### config.mk
export PLATFORM = sky130hd
export DESIGN_NAME = abc_top
export DESIGN_NICKNAME = d
export VERILOG_FILES = /design/src/rtl/abc_pkg.sv /design/src/rtl/abc_dec_if.sv /design/src/rtl/abc_decode.sv /design/src/rtl/abc_top.sv
export VERILOG_INCLUDE_DIRS = /design/src /design/src/rtl
export SDC_FILE = /design/constraint.sdc
export NUM_CORES = 1
export LEC_CHECK = 0
export BUFFER_PORTS_ARGS = -buffer_cell sky130_fd_sc_hd__buf_2
export CAP_MARGIN = 5
export CORE_ASPECT_RATIO = 2
export CORE_MARGIN = 2
export CORE_UTILIZATION = 55
export DETAILED_ROUTE_END_ITERATION = 7
export PLACE_DENSITY = 0.95
export SETUP_SLACK_MARGIN = 0.05
export SLEW_MARGIN = 20
export SYNTH_ARGS = -nofsm -noshare
export SYNTH_HDL_FRONTEND = slang
export SYNTH_SLANG_ARGS = --single-unit
### constraint.sdc
create_clock -name ref_clk -period 4.75 [get_ports ref_clk]
set_clock_uncertainty 0.2 [all_clocks]
set_input_delay 0.2375 -clock ref_clk [delete_from_list [all_inputs] [get_ports ref_clk]]
set_output_delay 0.2375 -clock ref_clk [all_outputs]
set_load 0.02 [all_outputs]
### src/rtl/abc_map.svh
// constants for the atomic byte bit-clear unit
// Summary of operation
// - standard form: 000001, 00111, bit15 zero
// - compact form: 001000, 25:24 zero, 1011
// - address is sign-extended offset plus base
// - one byte read at that address
// - clear indexed bit, keep other seven bits
// - write modified byte to same address
// - save and clear interrupt enable, then restore
// - memory lock during sequence is optional
// - translation, address and watch faults abort before write
// - store-type miss and address-error codes recorded
// - fixed classification for watch: store
`ifndef ABC_MAP_SVH
`define ABC_MAP_SVH
`define ABC_STD_MAJOR      6'h01
`define ABC_STD_SUB        5'h07
`define ABC_CMP_MAJOR      6'h08
`define ABC_CMP_SUB        4'hb
`define ABC_MAJOR_MSB      31
`define ABC_MAJOR_LSB      26
`define ABC_OFFSET_W       12
`define ABC_EXC_MOD        5'h01
`define ABC_EXC_TLBL       5'h02
`define ABC_EXC_STORE_MISS 5'h03
`define ABC_EXC_STORE_ADDR 5'h05
`define ABC_EXC_WATCH      5'h17
`define ABC_USE_LOCK       1'b1
`endif

### src/rtl/abc_pkg.sv
// types shared by the atomic bit-clear unit
package abc_pkg;
  typedef enum logic [2:0] {
    ABC_IDLE,
    ABC_GPR,
    ABC_XLAT,
    ABC_MASK,
    ABC_READ,
    ABC_WRITE
  } abc_state_e;
  typedef logic [4:0] abc_reg_idx_t;
endpackage

### src/rtl/abc_dec_if.sv
// decoded instruction fields passed from decoder to sequencer
`timescale 1ns/1ps
interface abc_dec_if;
  import abc_pkg::*;
  logic         hit;
  abc_reg_idx_t base_idx;
  logic [2:0]   bit_idx;
  logic [11:0]  offset;
  modport dec  (output hit, output base_idx, output bit_idx, output offset);
  modport core (input hit, input base_idx, input bit_idx, input offset);
endinterface

### src/rtl/abc_decode.sv
// combinational decoder for both encodings of the bit-clear instruction
`timescale 1ns/1ps
`include "abc_map.svh"
module abc_decode import abc_pkg::*; (
  // instruction
  input  wire logic [31:0] instr,
  input  wire logic        compact,
  // decoded fields
  abc_dec_if.dec           fld
);
  logic std_hit;
  logic cmp_hit;

  assign std_hit = (instr[31:26] == `ABC_STD_MAJOR) && (instr[20:16] == `ABC_STD_SUB)
                   && !instr[15];
  assign cmp_hit = (instr[31:26] == `ABC_CMP_MAJOR) && (instr[25:24] == 2'h0)
                   && (instr[15:12] == `ABC_CMP_SUB);

  always_comb begin
    fld.hit      = compact ? cmp_hit : std_hit;
    fld.base_idx = compact ? instr[20:16] : instr[25:21];
    fld.bit_idx  = compact ? instr[23:21] : instr[14:12];
    fld.offset   = instr[11:0];
  end
endmodule

### src/rtl/abc_top.sv
// read-modify-write sequencer for the atomic byte bit-clear instruction
`timescale 1ns/1ps
`include "abc_map.svh"
module abc_top import abc_pkg::*; #(
  parameter int DATA_W = 32
) (
  // clock and reset
  input  wire logic              ref_clk,
  input  wire logic              reset_n,
  input  wire logic              clk_en,
  // pipeline side
  input  wire logic              instr_valid,
  input  wire logic [31:0]       instr_word,
  input  wire logic              instr_compact,
  output logic                   instr_accept,
  output logic                   busy,
  output logic                   done,
  // general register read
  output abc_reg_idx_t           gpr_rd_addr,
  input  wire logic [DATA_W-1:0] gpr_rd_data,
  // endianness
  input  wire logic              big_endian,
  input  wire logic              reverse_endian,
  // interrupt enable
  input  wire logic              ie_current,
  output logic                   ie_wr_en,
  output logic                   ie_wr_data,
  // address translation
  output logic                   xlat_req,
  output logic [DATA_W-1:0]      xlat_vaddr,
  output logic                   xlat_is_store,
  input  wire logic              xlat_ack,
  input  wire logic [DATA_W-1:0] xlat_paddr,
  input  wire logic              xlat_refill,
  input  wire logic              xlat_invalid,
  input  wire logic              xlat_modified,
  input  wire logic              xlat_addr_err,
  input  wire logic              xlat_watch,
  // data memory
  output logic                   mem_req,
  output logic                   mem_we,
  output logic                   mem_lock,
  output logic [DATA_W-1:0]      mem_addr,
  output logic [3:0]             mem_be,
  output logic [DATA_W-1:0]      mem_wdata,
  input  wire logic              mem_ack,
  input  wire logic [DATA_W-1:0] mem_rdata,
  // exception report
  output logic                   exc_valid,
  output logic [4:0]             exc_code,
  output logic                   exc_is_store,
  output logic [DATA_W-1:0]      exc_badvaddr
);
  // the lane and byte-enable logic assume four byte lanes
  if (DATA_W != 32) begin : g_width_chk
    $error("abc_top serves only a 32-bit data path");
  end

  abc_dec_if  dec_bus ();
  abc_state_e state_ff;
  logic [2:0] bit_ff;
  logic [11:0] off_ff;
  logic       saved_ie_ff;
  logic [1:0] lane_ff;
  logic [1:0] lane;
  logic [7:0] old_byte;
  logic [7:0] new_byte;
  logic       fault;
  logic [4:0] fault_code;

  abc_decode u_dec (
    .instr   (instr_word),
    .compact (instr_compact),
    .fld     (dec_bus)
  );

  // reverse_endian is not used; the lane is the two low address bits flipped by big_endian alone,
  // so reverse_endian leaves this byte access unchanged
  // lane fixed at translation time so read and write hit the same byte
  assign lane     = xlat_vaddr[1:0] ^ {2{big_endian}};
  assign old_byte = mem_rdata[8*lane_ff +: 8];
  // one clear term per bit of the fetched byte
  for (genvar i = 0; i < 8; i++) begin : g_clr
    assign new_byte[i] = old_byte[i] & (bit_ff != 3'(i));
  end
  assign fault    = xlat_refill | xlat_invalid | xlat_modified | xlat_addr_err | xlat_watch;

  // priority: address error first, then miss, then protection, then watch
  always_comb begin
    if (xlat_addr_err) begin
      fault_code = `ABC_EXC_STORE_ADDR;
    end else if (xlat_refill || xlat_invalid) begin
      fault_code = `ABC_EXC_STORE_MISS;
    end else if (xlat_modified) begin
      fault_code = `ABC_EXC_MOD;
    end else begin
      fault_code = `ABC_EXC_WATCH;
    end
  end

  // sequencer and datapath
  always_ff @(posedge ref_clk or negedge reset_n) begin
    if (!reset_n) begin
      state_ff      <= ABC_IDLE;
      bit_ff        <= 3'h0;
      off_ff        <= 12'h000;
      saved_ie_ff   <= 1'b0;
      lane_ff       <= 2'h0;
      gpr_rd_addr   <= 5'h00;
      xlat_req      <= 1'b0;
      xlat_vaddr    <= 32'h0000_0000;
      xlat_is_store <= 1'b1;
      mem_req       <= 1'b0;
      mem_we        <= 1'b0;
      mem_lock      <= 1'b0;
      mem_addr      <= 32'h0000_0000;
      mem_be        <= 4'h0;
      mem_wdata     <= 32'h0000_0000;
      exc_code      <= 5'h00;
      exc_badvaddr  <= 32'h0000_0000;
      busy          <= 1'b0;
    end else if (clk_en) begin
      xlat_is_store <= 1'b1;
      case (state_ff)
        ABC_IDLE: begin
          if (instr_valid && dec_bus.hit) begin
            bit_ff      <= dec_bus.bit_idx;
            off_ff      <= dec_bus.offset;
            gpr_rd_addr <= dec_bus.base_idx;
            busy        <= 1'b1;
            state_ff    <= ABC_GPR;
          end
        end
        ABC_GPR: begin
          xlat_vaddr <= gpr_rd_data + {{(DATA_W-`ABC_OFFSET_W){off_ff[11]}}, off_ff};
          xlat_req   <= 1'b1;
          state_ff   <= ABC_XLAT;
        end
        ABC_XLAT: begin
          if (xlat_ack) begin
            xlat_req <= 1'b0;
            if (fault) begin
              exc_code     <= fault_code;
              exc_badvaddr <= xlat_vaddr;
              busy         <= 1'b0;
              state_ff     <= ABC_IDLE;
            end else begin
              lane_ff     <= lane;
              mem_addr    <= {xlat_paddr[31:2], 2'h0};
              // enable saved here; the clear pulse leaves on this same edge
              saved_ie_ff <= ie_current;
              state_ff    <= ABC_MASK;
            end
          end
        end
        ABC_MASK: begin
          // enable is already cleared when the read leaves
          mem_req  <= 1'b1;
          mem_we   <= 1'b0;
          mem_lock <= `ABC_USE_LOCK;
          mem_be   <= 4'h1 << lane_ff;
          state_ff <= ABC_READ;
        end
        ABC_READ: begin
          if (mem_ack) begin
            // read data is valid only in its ack cycle, so the byte is taken now
            mem_we    <= 1'b1;
            mem_wdata <= {24'h00_0000, new_byte} << (8*lane_ff);
            state_ff  <= ABC_WRITE;
          end
        end
        ABC_WRITE: begin
          if (mem_ack) begin
            mem_req  <= 1'b0;
            mem_we   <= 1'b0;
            mem_lock <= 1'b0;
            busy     <= 1'b0;
            state_ff <= ABC_IDLE;
          end
        end
        default: begin
          state_ff <= ABC_IDLE;
        end
      endcase
    end
  end

  // one-cycle strobes and the fixed store flag
  always_ff @(posedge ref_clk or negedge reset_n) begin
    if (!reset_n) begin
      instr_accept <= 1'b0;
      done         <= 1'b0;
      exc_valid    <= 1'b0;
      exc_is_store <= 1'b1;
    end else if (clk_en) begin
      instr_accept <= (state_ff == ABC_IDLE) && instr_valid && dec_bus.hit;
      exc_valid    <= (state_ff == ABC_XLAT) && xlat_ack && fault;
      exc_is_store <= 1'b1;
      done         <= ((state_ff == ABC_WRITE) && mem_ack) || ((state_ff == ABC_XLAT) && xlat_ack && fault);
    end
  end

  // interrupt enable handling: clear before the read, restore after the write
  always_ff @(posedge ref_clk or negedge reset_n) begin
    if (!reset_n) begin
      ie_wr_en   <= 1'b0;
      ie_wr_data <= 1'b0;
    end else if (clk_en) begin
      if (state_ff == ABC_XLAT && xlat_ack && !fault) begin
        ie_wr_en   <= 1'b1;
        ie_wr_data <= 1'b0;
      end else if (state_ff == ABC_WRITE && mem_ack) begin
        ie_wr_en   <= 1'b1;
        ie_wr_data <= saved_ie_ff;
      end else begin
        ie_wr_en   <= 1'b0;
        ie_wr_data <= 1'b0;
      end
    end
  end
endmodule

==> out/results.ini <==
[timing]
tightest_slew_ns=1.10
relSlewSlack_pct=26.5
rsz0062_at_grt=false
fin_crit_sh_pct=71.8
max_freq_mhz=293
fin_crit_ns=3.41
hold_viol_final=0
drv_slew=0
setup_tns_ns=0
setup_viol_count_final=0

[layout]
fill_cells=1034
mostFrequentLayoutCells=buf_2 (287), dfrtp_1 (169), nand2_1 (119)
fin_nets=1316
multiInputGateArea_um2=4100
finalNonFillerCells=1354
final_common_cell=buf_2
syn2layout_area_growth_pct=32.2
drive_gt1_share_pct=36.7
seq_area_um2=4230

[critical_path]
cp-end-kind=register
r2r_slack_ns=1.34
criticalPathCategory=register to register
r2r_end=xlat_vaddr[30]
crit_fanout=22
reg2reg_depth=8
r2r-start=off_ff[11]
crit_arrival_ns=3.54
required_ns=4.88
startpoint_type=register

[drt]
drt-total-wl_um=28600
drc=0
routedWlPerCell_um=21.1
routed-via-count=8083
first_pass_iters=5
drtIter0Drc=465
avgViaCountPerCell=5.97
drtAntennaViolNets=0

[floorplanning]
fp.dieW_um=92.3
io_pins=297
core_um2=15300
die_area_um2=16700
initial_utilization_pct=56.1
rows=64
die_h_um=181

[placed_design]
hpwl_um=19300
dp.cells=1255
gp_congestion=0.960
portBuffers=288

[global_route]
grt_max_degree=99
antenna_found_initial=2
grt_first_pass_wirelength_um=44300
grt_usage_pct=34.6
grt_overflow=0
grt_pass1_vias=8370

[synthesis]
synth_edf_count=0
synth-simple-area-share_pct=11.7
postSynthCellCount=809
synthXorXnorAreaFrac_pct=3.06
synth_ff_type=dfrtp_1
synth_top_family_by_area=multiplexers
ys_ff_latch=169
ys_warn_count=0
synth_area_um2=8570
muxShareOfSynthArea_pct=14.1
ys_seq_area_share_pct=49.3
syn_area_per_cell_um2=10.6
synth-compound-area-share_pct=13.7
yosys.cell_types.count=62
synthAdderAreaFrac_pct=4.76
async_flop_share_pct=100

[cts]
cts_buffers=17
cts.htree.levels=4
cts-root-buf=clkbuf_16
cts.sinks=169
cts_tree=built
clkTransAtPathRegs_ns=0.06
insertion_delay_ns=0.43
cts_buffer_depth=2

[min_path]
whs_endpoint=state_ff[2]
min_from=mem_ack
hold_path_class=input pin to register
whs_path_depth=4

[flow_run]
drv_cap=0

[power]
leakagePower_nw=5.92
pwr_density_cell_nw_per_um2=401
vdd_drop_max_mv=0.287

[run_status]
status=complete, no violations

## final cells by class
class | instances | share of cell area, %
Sequential cell | 169 | 37.3
Multi-Input combinational cell | 584 | 36.2
Timing Repair Buffer | 358 | 19.0
Clock buffer | 21 | 4.15
Tap cell | 198 | 2.19
Clock inverter | 11 | 0.784
Inverter | 11 | 0.364
Antenna cell | 2 | 0.0442
## cells by family (layout without fill, tap and decap cells)
family / Yosys count / after routing
and+or+nand+nor: 215 / 215
xor gates and xnor gates: 30 / 30
DFF: 169 / 169
muxes: 97 / 97
adders and majority gates: 32 / 32
AOI/OAI and AO/OA: 205 / 205
other: 2 / 7
buffers and inverters: 59 / 401
## per-stage QoR
stage	setup slack, ns	hold slack [ns]	util, %	power (mW)	area (µm²)
5_1_grt	1.13	0.0740	74.1	4.75	11300
3_3_place_gp	1.51	0.185	66.0	3.07	10100
2_1_floorplan	1.98	-0.258	-	2.62	8590
6_report	1.34	0.0229	74.1	4.55	11300
4_1_cts	1.44	0.0105	73.9	4.50	11300
3_5_place_dp	1.42	0.194	66.0	3.14	10100
## worst max path at each step
stage	start	to	slack [ns]	cells after the start
CTS	off_ff[11]	xlat_vaddr[30]	1.44	8
global route	off_ff[11]	xlat_vaddr[30]	1.13	8
global placement	off_ff[11]	xlat_vaddr[30]	1.51	8
finish	off_ff[11]	xlat_vaddr[30]	1.34	8
floorplan	off_ff[11]	xlat_vaddr[31]	1.98	8
detailed placement	off_ff[11]	xlat_vaddr[30]	1.42	8
## critical path, stage by stage, from the launching register on
cell and delay [ns]:
dfrtp_1 0.72, ha_1 0.60, nand2_1 0.18, nor3_1 0.34, nand2_1 0.14, a2111oi_0 0.63, o22ai_1 0.17, xor2_1 0.18
o21ai_0 0.14
## flip-flops by register name, indices dropped and copies added, names as in the netlist, 2 cells and up
name / count
exc_code: 4
mem_be: 4
exc_badvaddr: 32
bit_ff: 3
mem_wdata: 32
lane_ff: 2
gpr_rd_addr: 5
xlat_vaddr: 32
off_ff: 12
state_ff: 3
mem_addr: 30
## cells in the mapped netlist (all sizes together), types with 10 or more instances
cell type  count  share of area, %
nor3          12              0.70
nand2        119               5.2
mux2i         10               1.2
inv           11              0.48
mux2          79                11
o21ai        111               6.5
xnor2         14               1.4
a21oi         41               2.4
nor2          17              0.80
dfrtp        169                49
ha            31               4.5
buf           20               1.5
nand3         16              0.93
nand2b        12              0.88
clkbuf        28               1.2
xor2          16               1.6
## power by group
part           internal, mW  switching (mW)
clock network         0.719           0.613
registers              1.70           0.240
logic                 0.492           0.784
total                  2.91            1.64
## timing repair
action | CTS | global route
hold buffers | 64 | 0
gates resized for setup | 0 | 0
endpoints found under the setup margin | 0 | 0
endpoints found under the hold margin | 154 | 0
buffers inserted | 0 | 0
## layer usage
metal  share of wire, %  GRT usage [%]
met5              0.045              0
met1                 33           35.2
met2                 54           62.9
met4                5.7           21.9
met3                7.3           7.19
Note: power is estimated with default switching activity, not from simulation.
